[src/shared/hvm_cfg.svh]
// Offsets, bit positions, reset values and timing counts of the monitor
`ifndef HVM_CFG_SVH
`define HVM_CFG_SVH

// ****************************************************************
// Indirect register indices
// ****************************************************************
`define HVM_IDX_LEVEL_MONITOR   8'h00
`define HVM_IDX_CHANGE_STATUS   8'h01
`define HVM_IDX_CONFIG_ZERO     8'h02
`define HVM_IDX_CONFIG_ONE      8'h03

// ****************************************************************
// Command port layout
// ****************************************************************
`define HVM_CMD_BUSY_BIT        0
`define HVM_CMD_OK_BIT          1
`define HVM_CMD_READ_OP         2'h1
`define HVM_CMD_WRITE_OP        2'h2

// ****************************************************************
// Field positions
// ****************************************************************
`define HVM_MON_WAKE_READ       7
`define HVM_MON_OVERTEMP        6
`define HVM_MON_SECOND_READ     5
`define HVM_MON_BUFFER_ON       4
`define HVM_MON_LOW_VOLT        3
`define HVM_MON_BUS_SHORT       2
`define HVM_MON_SECOND_SHORT    1
`define HVM_MON_WAKE_SHORT      0
`define HVM_CFG0_LVF_EN         2
`define HVM_CFG1_REENABLE       3
`define HVM_CFG1_PIN_IO         4

// ****************************************************************
// Reset values and timing
// ****************************************************************
`define HVM_LEVEL_RESET         8'h00
`define HVM_CHANGE_RESET        8'h00
`define HVM_CONFIG_RESET        8'h00
`define HVM_CLK_MHZ             250
`define HVM_XFER_US             10
`define HVM_XFER_CYCLES         (`HVM_XFER_US * `HVM_CLK_MHZ)

`endif

[src/shared/hvm_pkg.sv]
// Types shared by the monitor status logic
package hvm_pkg;

    typedef struct packed {
        logic       wr;
        logic       rd;
        logic [1:0] op;
        logic [7:0] index;
        logic [7:0] wdata;
    } hvm_cmd_t;

    typedef struct packed {
        logic wake_pin;
        logic second_pin;
        logic overtemp;
        logic buffer_on;
        logic supply_low;
        logic bus_short;
        logic second_short;
        logic wake_short;
    } hvm_events_t;

    typedef enum logic [1:0] {
        HVM_IDLE,
        HVM_BUSY
    } hvm_state_t;

endpackage

[src/logic/hvm_status_regs.sv]
// Level monitor and change-of-state registers behind indirect ports
// Functional notes
// - Level monitor: 8-bit, read-only, resets zero.
// - Reached only through command and data ports.
// - Bit 7 follows wake pin in I/O mode.
// - Bit 6 shows thermal shutdown occurred.
// - Bit 5 follows second pin in I/O mode.
// - Bit 4 shows converter input buffer enabled.
// - Bit 3 low when supply fell, if enabled.
// - Low-voltage flag cleared only by rewriting its enable bit.
// - Bit 2 bus short; cleared by re-enable write.
// - Bit 1 second short; cleared by re-enable.
// - Bit 0 shows wake driver short circuit.
// - Change register records monitor bit changes.
// - Interrupt rising while idle copies change register to data port.
// - Busy bit held during transfer, about 10us.
// - Re-enable bit clears pending flags, self-clears.
// - Reading change register clears its bus and second short bits.
`include "hvm_cfg.svh"

module hvm_status_regs #(
    parameter int XFER_CYCLES = `HVM_XFER_CYCLES
) (
    // Clock and reset
    input  wire logic                core_clk,
    input  wire logic                srst,
    // Command port
    input  wire hvm_pkg::hvm_cmd_t   cmd,
    output logic [7:0]               hv_command_port,
    output logic [7:0]               hv_data_port,
    // Interrupt
    input  wire logic                hv_irq_enable,
    output logic                     hv_interrupt_line,
    // Pins and analog status (asynchronous)
    input  wire hvm_pkg::hvm_events_t hv_events,
    // Driver re-enable request
    output logic                     drivers_reenable
);
    import hvm_pkg::*;

    localparam int CW = $clog2(XFER_CYCLES + 1);

    // ****************************************************************
    // State
    // ****************************************************************
    typedef struct packed {
        hvm_state_t   fsm;
        logic [CW-1:0] count;
        logic [7:0]   config_zero;
        logic [7:0]   config_one;
        logic [7:0]   level;
        logic [7:0]   change;
        logic [7:0]   data;
        logic [7:0]   port_data;
        logic         busy;
        logic         ok;
        logic         lvf_latch;
        logic         bus_short;
        logic         second_short;
        logic         reenable;
        logic         irq_prev;
    } hvm_regs_t;

    hvm_regs_t   r;
    hvm_regs_t   next_r;
    hvm_events_t ev;
    logic [7:0]  live;
    logic [7:0]  toggled;
    logic [7:0]  read_value;
    logic        write_take;
    logic        read_take;

    // Every pin-side input is retimed before use
    hvm_sync #(
        .WIDTH ($bits(hvm_events_t))
    ) u_sync (
        .core_clk (core_clk),
        .srst     (srst),
        .async_in (hv_events),
        .sync_out (ev)
    );

    // ****************************************************************
    // Command decode
    // ****************************************************************
    // A command is refused silently while a transfer is running; with both
    // strobes raised in the same cycle, the op field alone picks read or write
    assign write_take = (r.fsm == HVM_IDLE) && cmd.wr
                        && (cmd.op == `HVM_CMD_WRITE_OP);
    assign read_take  = (r.fsm == HVM_IDLE) && !write_take && cmd.rd
                        && (cmd.op == `HVM_CMD_READ_OP);

    // ****************************************************************
    // Indirect read selection
    // ****************************************************************
    always_comb
    begin
        case (cmd.index)
            `HVM_IDX_LEVEL_MONITOR:
                read_value = live;
            `HVM_IDX_CHANGE_STATUS:
                read_value = r.change;
            `HVM_IDX_CONFIG_ZERO:
                read_value = r.config_zero;
            `HVM_IDX_CONFIG_ONE:
                read_value = r.config_one;
            // Unknown indices read as zero rather than aliasing
            default:
                read_value = 8'h00;
        endcase
    end

    // ****************************************************************
    // Per-bit change detection
    // ****************************************************************
    // Both directions count; several toggles between reads show as one
    for (genvar b = 0; b < 8; b++)
    begin : g_toggle
        assign toggled[b] = live[b] ^ r.level[b];
    end

    // ****************************************************************
    // Live monitor value
    // ****************************************************************
    always_comb
    begin
        live = r.level;
        // Readbacks only follow the pins in I/O mode
        if (r.config_one[`HVM_CFG1_PIN_IO])
        begin
            live[`HVM_MON_WAKE_READ]   = ev.wake_pin;
            live[`HVM_MON_SECOND_READ] = ev.second_pin;
        end
        live[`HVM_MON_OVERTEMP]     = ev.overtemp;
        live[`HVM_MON_BUFFER_ON]    = ev.buffer_on;
        live[`HVM_MON_LOW_VOLT]     = r.config_zero[`HVM_CFG0_LVF_EN]
                                      & ~r.lvf_latch;
        live[`HVM_MON_BUS_SHORT]    = r.bus_short;
        live[`HVM_MON_SECOND_SHORT] = r.second_short;
        live[`HVM_MON_WAKE_SHORT]   = ev.wake_short;
    end

    // ****************************************************************
    // Next state
    // ****************************************************************
    always_comb
    begin
        logic irq_now;
        logic change_read;
        logic reenable_wr;
        irq_now     = 1'b0;
        change_read = 1'b0;
        reenable_wr = 1'b0;
        next_r      = r;
        next_r.reenable = 1'b0;

        // ************************************************************
        // Indirect commands
        // ************************************************************
        if (write_take)
        begin
            case (cmd.index)
                `HVM_IDX_CONFIG_ZERO:
                begin
                    next_r.config_zero = cmd.wdata;
                    // Re-enabling the flag re-arms the latch
                    if (cmd.wdata[`HVM_CFG0_LVF_EN])
                    begin
                        next_r.lvf_latch = 1'b0;
                    end
                end
                `HVM_IDX_CONFIG_ONE:
                begin
                    next_r.config_one = cmd.wdata;
                    next_r.config_one[`HVM_CFG1_REENABLE] = 1'b0;
                    reenable_wr = cmd.wdata[`HVM_CFG1_REENABLE];
                end
                default:
                begin
                end
            endcase
        end
        else if (read_take)
        begin
            next_r.fsm   = HVM_BUSY;
            next_r.count = CW'(XFER_CYCLES);
            next_r.ok    = 1'b0;
            next_r.data  = read_value;
            change_read  = (cmd.index == `HVM_IDX_CHANGE_STATUS);
        end

        // ************************************************************
        // Automatic transfer
        // ************************************************************
        // Only started from idle: an interrupt that rises during a
        // software read is not copied, the handler must read it itself
        irq_now = hv_irq_enable & (|r.change);
        if (irq_now && !r.irq_prev && r.fsm == HVM_IDLE)
        begin
            next_r.fsm   = HVM_BUSY;
            next_r.count = CW'(XFER_CYCLES);
            next_r.ok    = 1'b0;
            next_r.data  = r.change;
        end
        next_r.irq_prev = irq_now;

        // ************************************************************
        // Transfer timer
        // ************************************************************
        case (r.fsm)
            HVM_BUSY:
            begin
                if (r.count <= CW'(1))
                begin
                    next_r.fsm = HVM_IDLE;
                    next_r.ok  = 1'b1;
                end
                else
                begin
                    next_r.count = r.count - CW'(1);
                end
            end
            default:
            begin
            end
        endcase
        next_r.busy = (next_r.fsm == HVM_BUSY);
        // Data port reads zero until the transfer has completed
        next_r.port_data = next_r.ok ? next_r.data : 8'h00;

        // ************************************************************
        // Sticky flags
        // ************************************************************
        // A new event beats a clear in the same cycle, so a short that
        // persists through the re-enable write is never lost
        if (reenable_wr)
        begin
            next_r.bus_short    = 1'b0;
            next_r.second_short = 1'b0;
            next_r.reenable     = 1'b1;
        end
        if (ev.bus_short)
        begin
            next_r.bus_short = 1'b1;
        end
        if (ev.second_short)
        begin
            next_r.second_short = 1'b1;
        end
        if (ev.supply_low)
        begin
            next_r.lvf_latch = 1'b1;
        end

        // ************************************************************
        // Change-of-state capture
        // ************************************************************
        if (reenable_wr)
        begin
            next_r.change = 8'h00;
        end
        if (change_read)
        begin
            next_r.change[`HVM_MON_BUS_SHORT]    = 1'b0;
            next_r.change[`HVM_MON_SECOND_SHORT] = 1'b0;
        end
        next_r.change = next_r.change | toggled;
        next_r.level  = live;
    end

    // ****************************************************************
    // Registers
    // ****************************************************************
    always_ff @(posedge core_clk)
    begin
        if (srst)
        begin
            r             <= '0;
            r.fsm         <= HVM_IDLE;
            r.level       <= `HVM_LEVEL_RESET;
            r.change      <= `HVM_CHANGE_RESET;
            r.config_zero <= `HVM_CONFIG_RESET;
            r.config_one  <= `HVM_CONFIG_RESET;
        end
        else
            r <= next_r;
    end

    // ****************************************************************
    // Outputs
    // ****************************************************************
    always_comb
    begin
        hv_command_port = 8'h00;
        hv_command_port[`HVM_CMD_BUSY_BIT] = r.busy;
        hv_command_port[`HVM_CMD_OK_BIT]   = r.ok;
    end
    // Registered copy, so the port never shows a half-updated value
    assign hv_data_port      = r.port_data;
    assign hv_interrupt_line = r.irq_prev;
    assign drivers_reenable  = r.reenable;

endmodule // hvm_status_regs

[src/logic/hvm_sync.sv]
// Two-stage synchroniser for a group of asynchronous inputs
module hvm_sync #(
    parameter int WIDTH = 8
) (
    // Clock and reset
    input  wire logic             core_clk,
    input  wire logic             srst,
    // Data
    input  wire logic [WIDTH-1:0] async_in,
    output logic      [WIDTH-1:0] sync_out
);

    logic [WIDTH-1:0] stage_one;

    always_ff @(posedge core_clk)
    begin
        if (srst)
        begin
            stage_one <= '0;
            sync_out  <= '0;
        end
        else
        begin
            stage_one <= async_in;
            sync_out  <= stage_one;
        end
    end

endmodule // hvm_sync

[config.mk]
export PLATFORM = sky130hd
export DESIGN_NAME = hvm_status_regs
export DESIGN_NICKNAME = d
export VERILOG_FILES = /design/src/shared/hvm_pkg.sv /design/src/logic/hvm_status_regs.sv /design/src/logic/hvm_sync.sv
export VERILOG_INCLUDE_DIRS = /design/src /design/src/shared
export SDC_FILE = /design/constraint.sdc
export NUM_CORES = 1
export LEC_CHECK = 0
export BUFFER_PORTS_ARGS = -buffer_cell sky130_fd_sc_hd__buf_2
export CAP_MARGIN = 20
export CORE_AREA = 8 8 127 129
export CTS_CLUSTER_SIZE = 14
export DETAILED_ROUTE_END_ITERATION = 6
export DIE_AREA = 0 0 135 137
export GPL_ROUTABILITY_DRIVEN = 0
export GPL_TIMING_DRIVEN = 0
export PLACE_DENSITY_LB_ADDON = 0.08
export SETUP_SLACK_MARGIN = 0.15
export SLEW_MARGIN = 20
export SYNTH_ARGS = -nofsm -noshare
export SYNTH_HDL_FRONTEND = slang
export SYNTH_HIERARCHICAL = 1
export SYNTH_SLANG_ARGS = --single-unit
[constraint.sdc]
create_clock -name core_clk -period 3 [get_ports core_clk]
set_input_delay 0.6 -clock core_clk [delete_from_list [all_inputs] [get_ports core_clk]]
set_output_delay 0.6 -clock core_clk [all_outputs]
set_load 0.01 [all_outputs]
# After elaboration in Yosys (flattened, before gate mapping)
# Cells that the tools add are included.
dict set report word_totals {
  regBits 84
  input_bits 31
  output_inout_bits 18
  elab_cells 90
}
dict set report classes {
  n_addsub 1
  order_cmp 1
  eq_ne 7
  muxes 30
  bitwise_logic 13
  reduce_logical 21
}
# op n
set op_table {}
lappend op_table {{two-way mux 14 bit} 4}
lappend op_table {{two-way mux 8 bit} 4}
lappend op_table {{case mux 8 bit (4 select lines)} 1}
lappend op_table {{two-way mux 1 bit} 17}
lappend op_table {{equality test 8 x 2 -> 1 bit (second input constant)} 2}
lappend op_table {{less-or-equal comparator 12 x 1 -> 1 bit (second input constant)} 1}
lappend op_table {{two-way mux 12 bit} 1}
lappend op_table {{subtractor 12 x 1 -> 12 bit (second input constant)} 1}
lappend op_table {{nonzero test 2 bit} 5}
lappend op_table {{equality test 8 x 1 -> 1 bit (second input constant)} 1}
lappend op_table {{zero test 8 bit} 1}
lappend op_table {{bitwise OR 8 bit} 1}
lappend op_table {{OR reduction 8 bit} 1}
lappend op_table {{bitwise XOR 1 bit} 8}
lappend op_table {{logical AND 1 bit} 7}
lappend op_table {{equality test 2 x 1 -> 1 bit (second input constant)} 3}
lappend op_table {{two-way mux 2 bit} 2}
lappend op_table {{AND reduction 2 bit} 2}
lappend op_table {{two-way mux 3 bit} 1}
lappend op_table {{AND reduction 3 bit} 1}
lappend op_table {{bitwise AND 1 bit} 2}
lappend op_table {{equality test 2 bit (second input constant)} 1}
lappend op_table {{zero test 1 bit} 2}
lappend op_table {{zero test 2 bit} 1}
lappend op_table {{2 further kinds} 3}

# Logic depth before layout (Yosys ltp)
dict set report depth {
  word_depth 14
  ltp_mapped 6
  ltp_nobuf 6
}

# Cells and area by module
# The synthesis kept the hierarchy.
# module n_inst cells_each area_each_um2 seq_area_each_um2
set modules_own_cells {}
lappend modules_own_cells {hvm_status_regs 1 365 3234.4 1361.3}
lappend modules_own_cells {hvm_sync 1 33 464.2 320.3}

# Worst setup path before layout
# OpenSTA, ideal clock, no wires.
dict set report synth_path {
  kind {register to register}
  startpoint {reg r[55] in the netlist's numbering}
  endpoint {reg r[65] in the netlist's numbering}
  setup_ps 96
  t_arrival_ps 2037
  required_time_ps 2904
  setup_slack_ps 868
  stages_incl_launch_ff 7
  path_buffers 0
  synth_period_minus_slack_ps 2132
  cell_sequence {dfxtp_1 > inv_1 > ha_1 > or3b_2 > or4_4 > or4b_1 > o311ai_1}
}
dict set report synth_via {
  elab_chain_cells 3
  word_cells_on_any_way 4
  classes_between {add/sub: 1; order compare: 1; mux: 2}
}
# item line
set synth_lines {}
lappend synth_lines {{start: declaration} hvm_status_regs.sv:64} ;# hvm_regs_t r;
lappend synth_lines {{start signal: assignment} hvm_status_regs.sv:286} ;# r <= next_r;
lappend synth_lines {{subtractor 12 x 1 -> 12 bit / less-or-equal comparator 12 x 1 -> 1 bit (equally long branches)} {hvm_status_regs.sv:220, hvm_status_regs.sv:213}}
lappend synth_lines {{two-way mux 12 bit (*)} hvm_status_regs.sv:213} ;# if (r.count <= CW'(1))
lappend synth_lines {{two-way mux 14 bit (*)} hvm_status_regs.sv:210} ;# case (r.fsm)
# Every way passes the cells marked *; elsewhere a longest branch is shown, timed or not.
# A chain may end at the register's enable or synchronous reset.

# Worst setup path in the final report
dict set report layout_path {
  startpoint {in cmd[11] in the netlist's numbering}
  endpoint {reg r, in the netlist hv_data_port[2]}
}
dict set report layout_via {
  elab_chain_cells 5
  word_cells_on_any_way 8
  classes_between {eq/ne: 3; mux: 4; reduce/logical: 1}
}
# item line
set layout_lines {}
lappend layout_lines {{start: declaration} hvm_status_regs.sv:28} ;# input wire hvm_pkg::hvm_cmd_t cmd,
lappend layout_lines {{equality test 8 x 2 -> 1 bit, or another cell as far along} hvm_status_regs.sv:98} ;# case (cmd.index)
lappend layout_lines {{case mux 8 bit (4 select lines) (*)} hvm_status_regs.sv:98}
lappend layout_lines {{two-way mux 8 bit (*)} hvm_status_regs.sv:183} ;# else if (read_take)
lappend layout_lines {{two-way mux 8 bit (*)} hvm_status_regs.sv:160} ;# if (write_take)
lappend layout_lines {{two-way mux 8 bit (*)} hvm_status_regs.sv:198} ;# if (irq_now && !r.irq_prev && r.fsm == HVM_IDLE)
# Marked as above.

==> results.yml <==
power:
  cellLeakagePower_nw: 1.69
  pwr-share-seq_pct: 41.0
  power_w: 0.00311
  p_per_area_nw_per_um2: 694
  p_comb_share_pct: 17.5
  swShare_pct: 28.3
  ir_drop_uv: 302
  power.switching_w: 0.000883
  internal-power_w: 0.00223
  p_clk_share_pct: 41.5
synth:
  yosys.area.top_type: "dfxtp_1"
  yosys.area_share.simple_pct: 24.4
  yosysTopAreaCellShare_pct: 45.5
  syn_area_per_cell_um2: 9.29
  async_reset_ff_share_pct: 0
  syn_area_um2: 3700
  postSynthCellCount: 398
  synth_compound_area_share_pct: 17.3
  synth.most_common_cell: "dfxtp_1"
  yosysSeqAreaShare_pct: 45.5
  yosys-top-cells-area: "dfxtp_1, o21ai_0, a21oi_1"
  synth_cell_types: 57
  synth_edf_count: 0
  ys_warn_count: 6
  synthXorXnorAreaFrac_pct: 1.89
  ys_top_cells_by_count: "dfxtp_1, o21ai_0, a21oi_1, nand3_1, nor2_1"
  synth-adder-area-share_pct: 0.677
  synth_top_family_by_area: "simple AND/OR/NAND/NOR gates"
  ys_ff_latch: 84
  synthMuxAreaShare_pct: 3.48
  synth_flop_cell: "dfxtp_1"
worst_setup_path:
  r2r_end: "hv_data_port[2]"
  required_ns: 3.24
  crit_type: "in2reg"
  cp_max_fo: 8
  worstRegToRegCells: 4
  start_kind: "input pin"
  worstSetupEndpointType: "flop"
  r2r_slack_ns: 0.64
  critical_path.slowest_cell: "nor4_1"
  cpPeakStageDelay_ns: 0.90
  r2r_start: "r[29]"
  arrival_ns: 2.71
  crit_chain: "buf_2 -> nor4_1 -> and4_1 -> clkbuf_1 -> a221oi_1 -> a211oi_1"
place:
  dp.final_hpwl_um: 8220
  dp_cells: 627
  io_buffer_count: 40
grt:
  grt_usage_pct: 12.7
  antenna_found_initial: 0
  grt_pass1_vias: 3181
  overflow: 0
  grt_pass1_wl_um: 17900
  grt_max_degree: 15
cells_and_area:
  stdcell_count: 643
  num-fill-cells: 1528
  fin_nets: 487
  area_growth_pct: 21.3
  layout-drive-gt1-share_pct: 22.9
  antennaDiodeCount: 0
cts:
  cts-hold-fix-buffers: 0
  postCtsSetupRepairBufs: 0
  numCtsBuffers: 9
  root_buffer: "clkbuf_16"
  cts_tree: "built"
  ctsResizeCount: 0
  clk_path_buf_depth: 2
  clk_latency_ns: 0.35
  cts.clk_slew.worst_paths_ns: 0.07
  cts_max_level: 3
  cts_sinks: 84
timing:
  fmax_mhz: 405
  fin_crit_sh_pct: 82.3
  finalCriticalPeriod_ns: 2.47
  skew_ns: 0.00674
  rsz0062_at_grt: "no"
  tightest_slew_ns: 1.06
  drv_slew: 0
  finalSetupViolations: 0
  tns_ns: 0
  hold_viol_final: 0
  relSlewSlack_pct: 28.5
routing:
  drt_iter0_drc: 243
  ant_nets: 0
  vias: 3155
  wl_per_cell_um: 17.6
  drc: 0
  viasPerCell: 4.91
  drt_first_pass_iters: 4
  drt-total-wl_um: 11300
hold_path:
  hold_start: "u_sync/stage_one[3]"
  hold_path_end: "u_sync/sync_out[3]"
  hold_path_class: "reg2reg"
  min_path_cells: 1
floorplan:
  die_x_um: 135
  initial_core_util_pct: 26.0
  die_area_um2: 18500
  die_h_um: 137
  rows: 44
  num_io_pins: 49
  coreArea_um2: 14200
flow_run:
  cap_viol_max_count: 0
status:
  outcome: "completed"
[sequential cells by signal, indices dropped and copies added, names as in the netlist]
signal	cells
drivers_reenable	1
hv_data_port	8
live	2
u_sync/stage_one	8
hv_command_port	2
hv_interrupt_line	1
u_sync/sync_out	8
r	54
[final cells by class]
type | instances | area [um^2] | area share, %
Buffer | 33 | 209 | 4.66
Clock buffer | 10 | 229 | 5.10
Timing Repair Buffer | 40 | 200 | 4.46
Multi-Input combinational cell | 276 | 1790 | 39.9
Tap cell | 184 | 230 | 5.13
Sequential cell | 84 | 1680 | 37.5
Inverter | 10 | 37.5 | 0.836
Clock inverter | 6 | 111 | 2.48
[per-stage QoR]
stage          hold WS, ns  util, %  cell area, um^2  setup slack (ns)
6_report             0.438     31.6             4490             0.530
5_1_grt              0.451     31.6             4490             0.446
4_1_cts              0.442     31.6             4490             0.628
3_5_place_dp         0.422     29.2             4150             0.275
3_3_place_gp         0.429     29.2             4150             0.245
2_1_floorplan        0.411        -             3720             0.868
[critical path: cells and delay by family]
| kind | cells | cell delay, ns |
|---|---|---|
| buffers and inverters | 2 | 0.43 |
| and+or+nand+nor | 2 | 1.19 |
| AOI/OAI and AO/OA | 2 | 0.49 |
[cell usage in the layout (no fill, tap or decap), types with 2 or more instances in the layout]
cell type	instances
clkbuf_1	13
nand2_1	8
bufinv_16	3
xnor2_1	3
or4_4	2
nor2b_1	11
a2111oi_0	2
buf_4	17
inv_1	10
conb_1	6
buf_6	2
xor2_1	5
a31oi_1	2
clkbuf_16	9
nand3_1	26
or4_1	5
mux4_2	3
nand3b_1	2
dfxtp_1	84
nor2b_2	7
and2b_2	6
nand2b_1	5
o31ai_1	2
o211ai_1	6
a221oi_1	8
a21oi_1	26
buf_2	41
nor4b_1	4
or2_2	4
and4_1	2
nor2_1	26
and2_1	2
o21ai_0	35
nor3_1	11
ha_1	2
nor4_1	14
o21a_1	2
mux2i_1	5
a211oi_1	11
nand4_1	5
[how the worst max path moves through the flow]
stage            start               to  slack [ns]  depth (start not counted)
2_1_floorplan    r[55]            r[65]        0.87                          6
3_3_place_gp   cmd[11]  hv_data_port[2]        0.24                          6
3_5_place_dp   cmd[11]  hv_data_port[2]        0.28                          6
4_1_cts        cmd[11]  hv_data_port[2]        0.63                          6
5_1_grt          r[55]            r[63]        0.45                          6
6_report       cmd[11]  hv_data_port[2]        0.53                          6
[kinds of logic (layout without fill, tap and decap cells)]
logic type | after synthesis | in the layout
AND/OR/NAND/NOR | 149 | 149
AO/OA/AOI/OAI | 102 | 102
flip-flops | 84 | 84
buffers and inverters | 43 | 99
multiplexers | 9 | 9
XOR/XNOR | 8 | 8
adder cells (fa/ha/maj) | 2 | 2
other | 1 | 6
[power groups by stage]
stage	sequential, W	combinational, W	clock (W)
after floorplan	0.00127	0.000396	0
after global placement	0.00130	0.000548	0
after detailed placement	0.00130	0.000546	0
after CTS	0.00128	0.000548	0.00132
after global routing	0.00129	0.000612	0.00136
final	0.00128	0.000544	0.00129
[routing by layer]
layer	vias up	track usage (%)	wire (um)
li1	1562	-	-
met5	-	0	0
met4	0	5.37	186
met3	11	2.24	632
met2	74	19.7	5020
met1	1508	16.9	5450
No activity file was read; power rests on OpenSTA's default activity.
